## src/verilog/cmrd_pkg.sv

```systemverilog
// package: constants and types for the clock mode ratio decoder
package cmrd_pkg;
  // factors are held in half units: value 5 means 2.5
  localparam int          FACTOR_W        = 5;
  localparam int          MODE_W          = 7;
  localparam int          NIBBLE_LSB      = 28;
  localparam int          NIBBLE_MSB      = 31;
  localparam int          CFG_WORD_W      = 32;
  localparam logic [6:0]  MODE_RESET      = 7'h00;
  localparam logic [4:0]  FACTOR_RESET    = 5'h00;
  localparam int          SAMPLE_CYCLES   = 2;

  typedef enum logic [1:0] {
    CMRD_IDLE,
    CMRD_SAMPLE,
    CMRD_HOLD
  } cmrd_state_t;

  typedef struct packed {
    logic       valid;
    logic [4:0] commsFactor;
    logic [4:0] coreFactor;
    logic [4:0] divFactor;
  } cmrd_ratio_t;
endpackage

```

## src/verilog/cmrd_host_table.sv

```systemverilog
// host mode ratio table for both range-select settings
`timescale 1ns/1ps
module cmrd_host_table
  import cmrd_pkg::*;
(
  // mode code
  input  wire logic [6:0] modeCode,
  // decoded ratios
  output cmrd_ratio_t     ratio
);
  function automatic cmrd_ratio_t mk(input logic [4:0] c,
                                     input logic [4:0] k,
                                     input logic [4:0] d);
    mk.valid       = 1'b1;
    mk.commsFactor = c;
    mk.coreFactor  = k;
    mk.divFactor   = d;
  endfunction

  always_comb
  begin
    ratio = '0;
    if (modeCode >= 7'h21 && modeCode <= 7'h23)
      ratio = mk(5'h0C, 5'(5'h0C + 2 * (modeCode - 7'h21)), 5'h0C);
    else if (modeCode >= 7'h28 && modeCode <= 7'h2C)
      ratio = mk(5'h04, 5'(5'h05 + (modeCode - 7'h28)), 5'h08);
    else if (modeCode >= 7'h2D && modeCode <= 7'h2F)
      ratio = mk(5'h06, 5'(5'h07 + (modeCode - 7'h2D)), 5'h0A);
    else if (modeCode >= 7'h30 && modeCode <= 7'h35)
      ratio = mk(5'h05, 5'(5'h05 + (modeCode - 7'h30)), 5'h0C);
    else if (modeCode == 7'h36)
      ratio = mk(5'h05, 5'h0C, 5'h0C);
    else if (modeCode >= 7'h39 && modeCode <= 7'h3C)
      ratio = mk(5'h06, 5'(5'h06 + (modeCode - 7'h39)), 5'h0C);
    else if (modeCode == 7'h41)
      ratio = mk(5'h06, 5'h06, 5'h10);
  end
endmodule

```

## src/verilog/cmrd_agent_table.sv

```systemverilog
// agent mode ratio table for both range-select settings
`timescale 1ns/1ps
module cmrd_agent_table
  import cmrd_pkg::*;
(
  // mode code
  input  wire logic [6:0] modeCode,
  // decoded ratios
  output cmrd_ratio_t     ratio
);
  function automatic cmrd_ratio_t mk(input logic [4:0] c,
                                     input logic [4:0] k,
                                     input logic [4:0] d);
    mk.valid       = 1'b1;
    mk.commsFactor = c;
    mk.coreFactor  = k;
    mk.divFactor   = d;
  endfunction

  always_comb
  begin
    ratio = '0;
    case (modeCode)
      7'h00: ratio = mk(5'h04, 5'h05, 5'h04);
      7'h01: ratio = mk(5'h04, 5'h06, 5'h04);
      7'h02: ratio = mk(5'h06, 5'h06, 5'h06);
      7'h03: ratio = mk(5'h06, 5'h08, 5'h06);
      7'h04: ratio = mk(5'h06, 5'h06, 5'h05);
      7'h05: ratio = mk(5'h06, 5'h07, 5'h05);
      7'h06: ratio = mk(5'h08, 5'h07, 5'h06);
      7'h07: ratio = mk(5'h08, 5'h06, 5'h05);
      default: ratio = '0;
    endcase
    if (modeCode >= 7'h09 && modeCode <= 7'h0C)
      ratio = mk(5'h04, 5'(5'h0A + 2 * (modeCode - 7'h09)), 5'h08);
    else if (modeCode >= 7'h11 && modeCode <= 7'h14)
      ratio = mk(5'h06, 5'(5'h06 + (modeCode - 7'h11)), 5'h05);
    else if (modeCode >= 7'h70 && modeCode <= 7'h73)
      ratio = mk(5'h0A, 5'(5'h05 + (modeCode - 7'h70)), 5'h04);
    else if (modeCode >= 7'h74 && modeCode <= 7'h77)
      ratio = mk(5'h0A, 5'(5'h08 + (modeCode - 7'h74)), 5'h06);
    else if (modeCode >= 7'h60 && modeCode <= 7'h62)
      ratio = '0;
  end
endmodule

```

## src/verilog/cmrd_clock_mode_ratio_decoder.sv

```systemverilog
// top: samples the clock mode at hard reset and holds decoded ratios
//
// Functional notes
// - mode code: config word bits 28-31 high, three strap pins low
// - comms factor equals comms clock over system bus clock
// - core factor drives the core PLL multiplier
// - agent mode takes the PCI clock as reference input clock
// - high range divider code 3,5,7,9,B gives ratio 4,6,8,5,6
// - range-select bit picks between the two mode tables
// - agent high table codes 1100_000 to 1100_010 are reserved
// - agent default modes 0000_xxx factors per fixed list
// - agent 0001_001..100: comms 2, core 5 to 8, bus div 4
// - agent 0010_001..100: comms 3, core 3 to 4.5, div 2.5
// - agent 1110_xxx: comms 5, core list, div 2 then 3
// - host 0100_001..011: comms 6, core 6 to 8, PCI div 6
// - host 0101_xxx: comms 2 div 4, then comms 3 div 5
// - host 0110_000..110: comms 2.5, core list, PCI div 6
// - host high: 0111_000, 1000_000 reserved; others listed
`timescale 1ns/1ps
module cmrd_clock_mode_ratio_decoder
  import cmrd_pkg::*;
#(
  parameter int SAMPLE_HOLD = SAMPLE_CYCLES
)
(
  // clock and reset
  input  wire logic                  clk,
  input  wire logic                  rst_n,
  // hard reset sampling
  input  wire logic                  hardResetActive,
  input  wire logic [CFG_WORD_W-1:0] resetConfigWord,
  input  wire logic [2:0]            mode_strap_pins,
  input  wire logic                  pci_range_select,
  input  wire logic                  pciAgentMode,
  // decoded clock configuration, factors in half units
  output logic [6:0]                 modeCode,
  output logic [4:0]                 commsFactor,
  output logic [4:0]                 coreFactor,
  output logic [4:0]                 pciDivFactor,
  output logic [4:0]                 busDivFactor,
  output logic [3:0]                 pci_divider_code,
  output logic                       refFromPciClock,
  output logic                       configValid,
  output logic                       configInvalid
);
  // hold count must fit the four-bit counter
  if (SAMPLE_HOLD < 1 || SAMPLE_HOLD > 15)
  begin : gHoldRange
    $error("SAMPLE_HOLD out of range");
  end

  cmrd_state_t state;
  logic [3:0]  holdCount;
  logic [6:0]  sampledMode;
  logic        sampledRange;
  logic        sampledAgent;
  cmrd_ratio_t hostLow;
  cmrd_ratio_t hostHigh;
  cmrd_ratio_t agentLow;
  cmrd_ratio_t agentHigh;
  cmrd_ratio_t next_ratio;

  cmrd_host_table uHost
  (
    .modeCode (sampledMode),
    .ratio    (hostLow)
  );

  cmrd_agent_table uAgent
  (
    .modeCode (sampledMode),
    .ratio    (agentLow)
  );

  // range-select high reuses the same decoded entries, reserved removed
  always_comb
  begin
    hostHigh  = hostLow;
    agentHigh = agentLow;
    if (sampledMode == 7'h38 || sampledMode == 7'h40)
      hostHigh = '0;
    if (sampledMode >= 7'h60 && sampledMode <= 7'h62)
      agentHigh = '0;
  end

  // table select by role and range bit
  always_comb
  begin
    if (sampledAgent)
      next_ratio = sampledRange ? agentHigh : agentLow;
    else
      next_ratio = sampledRange ? hostHigh : hostLow;
  end

  // sampling sequence: capture during hard reset, settle, then hold
  always_ff @(posedge clk)
  begin
    if (!rst_n)
    begin
      state        <= CMRD_IDLE;
      holdCount    <= 4'h0;
      sampledMode  <= MODE_RESET;
      sampledRange <= 1'b0;
      sampledAgent <= 1'b0;
    end
    else
    begin
      case (state)
        CMRD_IDLE:
        begin
          if (hardResetActive)
          begin
            sampledMode  <= {resetConfigWord[NIBBLE_MSB:NIBBLE_LSB],
                             mode_strap_pins};
            sampledRange <= pci_range_select;
            sampledAgent <= pciAgentMode;
            holdCount    <= 4'h0;
            state        <= CMRD_SAMPLE;
          end
        end
        CMRD_SAMPLE:
        begin
          if (hardResetActive)
          begin
            sampledMode  <= {resetConfigWord[NIBBLE_MSB:NIBBLE_LSB],
                             mode_strap_pins};
            sampledRange <= pci_range_select;
            sampledAgent <= pciAgentMode;
            holdCount    <= 4'h0;
          end
          else if (holdCount == 4'(SAMPLE_HOLD - 1))
            state <= CMRD_HOLD;
          else
            holdCount <= holdCount + 4'h1;
        end
        CMRD_HOLD:
        begin
          // a one-cycle hard reset must not be lost here
          if (hardResetActive)
          begin
            sampledMode  <= {resetConfigWord[NIBBLE_MSB:NIBBLE_LSB],
                             mode_strap_pins};
            sampledRange <= pci_range_select;
            sampledAgent <= pciAgentMode;
            holdCount    <= 4'h0;
            state        <= CMRD_SAMPLE;
          end
        end
        default: state <= CMRD_IDLE;
      endcase
    end
  end

  // decoded outputs, registered
  always_ff @(posedge clk)
  begin
    if (!rst_n)
    begin
      modeCode        <= MODE_RESET;
      commsFactor     <= FACTOR_RESET;
      coreFactor      <= FACTOR_RESET;
      pciDivFactor    <= FACTOR_RESET;
      busDivFactor    <= FACTOR_RESET;
      pci_divider_code <= 4'h0;
      refFromPciClock <= 1'b0;
      configValid     <= 1'b0;
      configInvalid   <= 1'b0;
    end
    else if (state == CMRD_SAMPLE && !hardResetActive &&
             holdCount == 4'(SAMPLE_HOLD - 1))
    begin
      modeCode        <= sampledMode;
      commsFactor     <= next_ratio.commsFactor;
      coreFactor      <= next_ratio.coreFactor;
      refFromPciClock <= sampledAgent;
      configValid     <= next_ratio.valid;
      configInvalid   <= !next_ratio.valid;
      if (sampledAgent)
      begin
        busDivFactor     <= next_ratio.divFactor;
        pciDivFactor     <= FACTOR_RESET;
        pci_divider_code <= 4'h0;
      end
      else
      begin
        pciDivFactor <= next_ratio.divFactor;
        busDivFactor <= FACTOR_RESET;
        // divider code whose ratio matches the PCI division factor
        if (!sampledRange)
          pci_divider_code <= 4'(next_ratio.divFactor[4:1] - 4'h1);
        else
          case (next_ratio.divFactor)
            5'h08:   pci_divider_code <= 4'h3;
            5'h0A:   pci_divider_code <= 4'h9;
            5'h0C:   pci_divider_code <= 4'h5;
            5'h10:   pci_divider_code <= 4'h7;
            default: pci_divider_code <= 4'h0;
          endcase
      end
    end
    else if ((state == CMRD_IDLE || state == CMRD_HOLD) && hardResetActive)
    begin
      configValid   <= 1'b0;
      configInvalid <= 1'b0;
    end
  end
endmodule

```

## config.mk

```make
export PLATFORM = sky130hd
export DESIGN_NAME = cmrd_clock_mode_ratio_decoder
export DESIGN_NICKNAME = d
export VERILOG_FILES = /design/src/verilog/cmrd_pkg.sv /design/src/verilog/cmrd_host_table.sv /design/src/verilog/cmrd_agent_table.sv /design/src/verilog/cmrd_clock_mode_ratio_decoder.sv
export SDC_FILE = /design/constraint.sdc
export NUM_CORES = 1
export LEC_CHECK = 0
export ABC_CLOCK_PERIOD_IN_PS = 4400
export BUFFER_PORTS_ARGS = -buffer_cell sky130_fd_sc_hd__buf_2
export CAP_MARGIN = 30
export CORE_MARGIN = 2
export CORE_UTILIZATION = 40
export DETAILED_ROUTE_END_ITERATION = 12
export SLEW_MARGIN = 30
export SYNTH_ARGS = -nofsm -noshare
export SYNTH_HDL_FRONTEND = slang
export SYNTH_SLANG_ARGS = --single-unit
```

## constraint.sdc

```tcl
create_clock -name clk -period 4.4 [get_ports clk]
set_input_delay 0.22 -clock clk [delete_from_list [all_inputs] [get_ports clk]]
set_output_delay 0.22 -clock clk [all_outputs]
set_load 0.01 [all_outputs]
```

==> impl_results.md, run 1 <==
- Hold Fails Final Rpt: 0
- Tcrit/Tclk final: 82.3%
- Total CTS buffers: 9
- Fin nets: about 540
- Syn Inst Count: 436
- Setup violators final: 0
- CP Capture Type: flip-flop
- Compound-Gate Fraction of Synth Area: approximately 28%
- Crit start category: flip-flop
- Status: finished clean
- First-pass GRT wire length: around 16000 µm
- Worst reg-to-reg setup slack: 0.78 ns
- Worst vdd ir: 0.000162 V
- Mean area per synthesized cell: approximately 8.0 µm²
- Class of the worst hold path: in2reg
- Hold_ws: roughly 0.11 ns
- Cell Count, Final, Fillers Out: 588
- Total grt overflow: 0
- Avg WL per Cell: approximately 17 µm
- Vias in the first global route: ~3200
- CTS clk-pin slew, worst paths: 0.07 ns
- Post-synthesis mux area share: less than 1%
- Worst-case reg-to-reg path depth: 12
- Number of synthesis warnings: 0
- Post-CTS setup buffers: 0
- Final setup TNS: 0 ns
- Worst slew margin: between 50% and 60%
- CTS hold repair buffers: 0
- Die W: 97.6 µm
- Dpl cells: 572
- Slew @ Worst Pin: between 0.7 and 0.8 ns
- Most frequent cells in the layout: nand2_1, dfxtp_1, a21oi_1
- Adder-cell share of the synthesized area: approximately 7.5%
- Dominant synthesized flop cell: dfxtp_1
- Fmax: roughly 280 MHz
- Finished Core Util: 47.0%
- Post-route antenna net violation count: 0
- CP max FO: 13
- WP data required: 4.69 ns
- CTS H-tree depth: 3
- Starting DRT DRC Count: 175
- Hold Path Depth: 3
- Standard-cell row count: 34
- Number of clock sinks: 57
- I/O pin count: 74
- Synth Register Bits: 57
- Simple-gate share of the synthesized area: 23.9%
- Largest net degree at the start of global routing: 31
- Post-CTS resize count: 0
- Worst-Skew Late Latency: 0.35 ns
- Starting Density: 40.8%
- CTS root buffer: clkbuf_8
- Routability cong.: 0.888
- Most common cell after layout, fill and taps aside: nand2_1
- Vias: between 3000 and 4000
- Number of port buffers: 44
- Die Y-Extent: 97.6 µm
- Total power: between 1 and 1.5 mW
- Post-DP HPWL: ~6900 µm
- Largest family of logic cells by synthesized area: compound AO/OA/AOI/OAI gates
- Unique masters post-synth: just over 70
- Final WL: 9770 µm
- Data arrival, critical path: 3.91 ns
- Share of post-route cells with drive strength above 1: 20.8%
- Syn Nets: about 500
- Initial antenna violation count: 0
- DR pass1 iterations: 5
- Leak: 1.63 nW
- Drt drc: 0
- Final min period: 3.62 ns
- RSZ-0062 raised after global routing: false
- Antenna Cells: 0
- Area Growth Syn to Fin: 15.3%
- Fillcell total: 918
- Xor and xnor area share after synthesis: 2.00%
- Clk buf depth: 2
- Core box area: 8590 µm²
- CTS tree: built
- Async set-reset flop share out of synthesis: 0%
- Worst Clk Skew: 0.00925 ns
- CP Class: reg2reg
- Maxcap violations: 0
- Mapped cell area: between 3000 and 4000 µm²
- Max-slew violation count: 0
- EDFF count, synth: 0
- Vias/cell: 5.59
- Die ar.: 9520 µm²
- GRT Total Usage: 20.7%
- Seq/Total Area, Yosys: 32.6%
- Power Density: 320 nW/µm²
-- cells in the mapped netlist (4+ instances only) --
library cell	n	area, µm²
a211oi_1	7	52.6
a21o_1	5	37.5
a21oi_1	55	275
and2_1	8	50.1
and3_1	5	31.3
clkbuf_1	17	63.8
dfxtp_1	57	1140
ha_1	21	263
inv_1	13	48.8
nand2_1	77	289
nand3_1	9	45.0
nor2_1	30	113
nor2b_1	6	37.5
nor3_1	7	35.0
nor3b_1	5	37.5
o21a_1	4	30.0
o21ai_0	19	95.1
or2_2	5	31.3
xnor2_1	5	43.8
-- kinds of logic after synthesis --
kind of cell | count (synthesis)
AND/OR/NAND/NOR | 172
flip-flops | 57
multiplexers | 1
AO/OA/AOI/OAI | 136
adder cells (fa/ha/maj) | 21
XOR/XNOR | 8
buffers and inverters | 40
other | 1
-- critical path: stages (launching register included) --
cell	delay, ns
dfxtp_1	0.66
inv_1	0.23
ha_1	0.34
and2_1	0.18
o31ai_2	0.29
nor2_1	0.11
o31ai_1	0.44
nor2b_1	0.24
ha_1	0.25
nor2b_1	0.14
a2111oi_0	0.43
a21o_1	0.13
a22o_1	0.13
-- power by group --
part           switching, mW  total, mW  internal [mW]
Clock                  0.216      0.563          0.347
Sequential            0.0209      0.550          0.529
Combinational          0.111      0.179         0.0679
Total                  0.348       1.29          0.944
-- routing by layer --
layer  part of all wire, %  GRT usage (%)  vias to the layer above  wire, µm
met5                     0              0                        -         0
met3                   6.0           4.89                       27       589
met1                    45           26.9                     1529      4430
met4                   2.4           8.33                        0       236
met2                    46           33.2                      109      4510
li1                      -              -                     1623         -
-- area by class of cell --
| class | instances | area [µm²] | share of cell area, % |
|---|---|---|---|
| clock buffer | 11 | 151 | 3.75 |
| clock inverter | 5 | 77.6 | 1.92 |
| inverter | 15 | 56.3 | 1.39 |
| multi-input combinational | 339 | 2190 | 54.2 |
| sequential | 57 | 1140 | 28.3 |
| tap | 108 | 135 | 3.35 |
| timing repair buffer | 53 | 288 | 7.13 |
-- metrics by stage --
step,worst slack (ns),area (µm²)
global route,0.546,4040
detailed placement,0.807,3800
global placement,0.907,3800
floorplan,1.11,3500
finish,0.779,4040
CTS,0.772,4030
-- worst paths after layout --
check | from | end
setup / recovery | sampledMode[0]$_SDFFE_PN0P_ | pci_divider_code[1]$_SDFFE_PN0P_
hold / removal | resetConfigWord[30] | sampledMode[5]$_SDFFE_PN0P_
setup reg to reg | sampledMode[0]$_SDFFE_PN0P_ | pci_divider_code[1]$_SDFFE_PN0P_
hold reg to reg | busDivFactor[1]$_SDFFE_PN0P_ | busDivFactor[1]$_SDFFE_PN0P_
(Power assumes the default switching activity.)
==> run 2: changes to the inputs <==
- ABC_CLOCK_PERIOD_IN_PS: 4400 -> 3700
- clock period: 4.4 -> 3.7 ns (I/O delays scaled with it)
==> impl_results.md, run 2 (synthesized netlist as in run 1, its figures left out) <==
- Data arrival, critical path: 3.65 ns (-0.26 ns)
- Crit path from: sampledMode[0]$_SDFFE_PN0P_
- CTS tree: built
- Share of post-route cells with drive strength above 1: 23.0% (+2.2 points)
- Vias in the first global route: 3134 (-0.79%)
- Worst vdd ir: 0.000191 V (+18%)
- Flop pwr share: 42.7% (+0.2 points)
- DR pass1 iterations: 5 (unchanged)
- CP Class: reg2reg
- Number of clock sinks: 57 (unchanged)
- Min-delay src: pciAgentMode
- Leak: 1.71 nW (+4.9%)
- First-pass GRT wire length: 15900 µm (+0.26%)
- Number of port buffers: 44 (unchanged)
- Die Y-Extent: 97.6 µm (unchanged)
- Maxcap violations: 0 (unchanged)
- WP data required: 3.98 ns (-0.71 ns)
- Most common cell after layout, fill and taps aside: nand2_1
- Class of the worst hold path: in2reg
- Worst-Skew Late Latency: 0.33 ns (-0.02 ns)
- Final min period: 3.37 ns (-0.246 ns)
- Avg WL per Cell: 15.7 µm (-5.3%)
- Combinational power share: 15.2% (+1.4 points)
- Post-CTS resize count: 0 (unchanged)
- Vias: 3282 (-0.18%)
- Area Growth Syn to Fin: 18.6%
- Cell Count, Final, Fillers Out: 604 (+2.7%)
- Clk pwr share: 42.1% (-1.5 points)
- CP Capture Type: flip-flop
- CTS root buffer: clkbuf_8
- Fmax: 296 MHz (+7.3%)
- RSZ-0062 raised after global routing: false
- Max-slew violation count: 0 (unchanged)
- Hold Fails Final Rpt: 0 (unchanged)
- Die ar.: 9520 µm² (unchanged)
- Vias/cell: 5.43 (-2.8%)
- Die W: 97.6 µm (unchanged)
- Dpl cell area: 3940 µm² (+3.5%)
- Hold_ws: 0.0884 ns (-0.0188 ns)
- Post-DP HPWL: 7130 µm (+3.7%)
- Total CTS buffers: 9 (unchanged)
- Antenna Cells: 0 (unchanged)
- CTS clk-pin slew, worst paths: 0.06 ns (about the same)
- Final setup TNS: 0 ns (unchanged)
- Initial antenna violation count: 0 (unchanged)
- Worst Clk Skew: 0.00517 ns (-0.00408 ns)
- Final instance area: 4150 µm² (+2.8%)
- I/O pin count: 74 (unchanged)
- Largest net degree at the start of global routing: 27 (-13%)
- Starting Density: 40.8% (unchanged)
- Fin nets: 554 (+3.4%)
- CTS hold repair buffers: 0 (unchanged)
- Post-CTS setup buffers: 0 (unchanged)
- Routability cong.: 0.920 (+3.6%)
- Tcrit/Tclk final: 91.2% (+8.9 points)
- Internal power: 1.13 mW (+20%)
- CTS H-tree depth: 3 (unchanged)
- Core box area: 8590 µm² (unchanged)
- Total grt overflow: 0 (unchanged)
- CP max FO: 10 (-3)
- Dpl cells: 590 (+3.1%)
- Slew @ Worst Pin: 0.716 ns (-0.0165 ns)
- Drt drc: 0 (unchanged)
- Standard-cell row count: 34 (unchanged)
- Sw Ratio: 25.7% (-1.2 points)
- Post-route antenna net violation count: 0 (unchanged)
- Starting DRT DRC Count: 175 (unchanged)
- Worst slew margin: 52.2% (+1.0 points)
- Most frequent cells in the layout: nand2_1, dfxtp_1, a21oi_1
- GRT Total Usage: 20.7% (-0.036 points)
- Crit start category: flip-flop
- Power Density: 366 nW/µm² (+14%)
- Setup violators final: 0 (unchanged)
- Switch Pwr: 0.390 mW (+12%)
- Clk buf depth: 2 (unchanged)
- Status: finished clean
- Final WL: 9510 µm (-2.7%)
- Finished Core Util: 48.3% (+1.3 points)
- FF-to-FF Start: sampledMode[0]$_SDFFE_PN0P_
run 2: cell count changes in the layout (fill, tap and decap cells not counted):
cell        delta
nand2_1        +1
a311oi_1       +1
nand2_2        -1
clkinv_2       -1
clkinvlp_4     -1
buf_4         +18
a311oi_2       -1
run 2: worst max-delay path, stage by stage (launching register included):
cell and delay (ns):
dfxtp_1 0.61, ha_1 0.38, nand2_1 0.15, o2111a_1 0.19
a2111oi_4 0.50, o31ai_1 0.20, nor2b_1 0.18, ha_1 0.28
nor2b_1 0.14, a2111oi_0 0.41, a21o_1 0.13, a22o_1 0.13
run 2: power by group through the flow:
stage | clock [mW] | combinational (mW) | sequential, mW
floorplan | 0 | 0.165 | 0.653
global placement | 0 | 0.228 | 0.660
detailed placement | 0 | 0.229 | 0.661
CTS | 0.652 | 0.230 | 0.647
global route | 0.688 | 0.255 | 0.649
finish | 0.639 | 0.231 | 0.648
run 2: worst paths after layout:
path                                       to  slack, ns  cells after the start
max          pci_divider_code[1]$_SDFFE_PN0P_       0.33                     11
min                 sampledAgent$_SDFFE_PN0P_       0.09                      3
max reg2reg  pci_divider_code[1]$_SDFFE_PN0P_       0.33                     11
min reg2reg          modeCode[0]$_SDFFE_PN0P_       0.45                      2
run 2: layout make-up:
class | count | area [µm²]
timing repair buffer | 71 | 423
fill | 878 | 4440
clock buffer | 11 | 151
clock inverter | 3 | 65.1
inverter | 15 | 56.3
multi-input combinational | 339 | 2180
sequential | 57 | 1140
tap | 108 | 135
run 2: metal layers:
metal  vias to the layer above  track usage (%)  routed length, µm
met3                        13             3.96                432
met2                        92             33.6               4370
met1                      1521             28.5               4620
met4                         0             4.81                 85
li1                       1656                -                  -
met5                         -                0                  0
run 2: through the flow:
| step | power, mW | worst slack (ns) |
|---|---|---|
| 4_1_cts | 1.53 | 0.347 |
| 6_report | 1.52 | 0.325 |
| 3_3_place_gp | 0.888 | 0.447 |
| 5_1_grt | 1.59 | 0.143 |
| 3_5_place_dp | 0.890 | 0.379 |
| 2_1_floorplan | 0.818 | 0.414 |
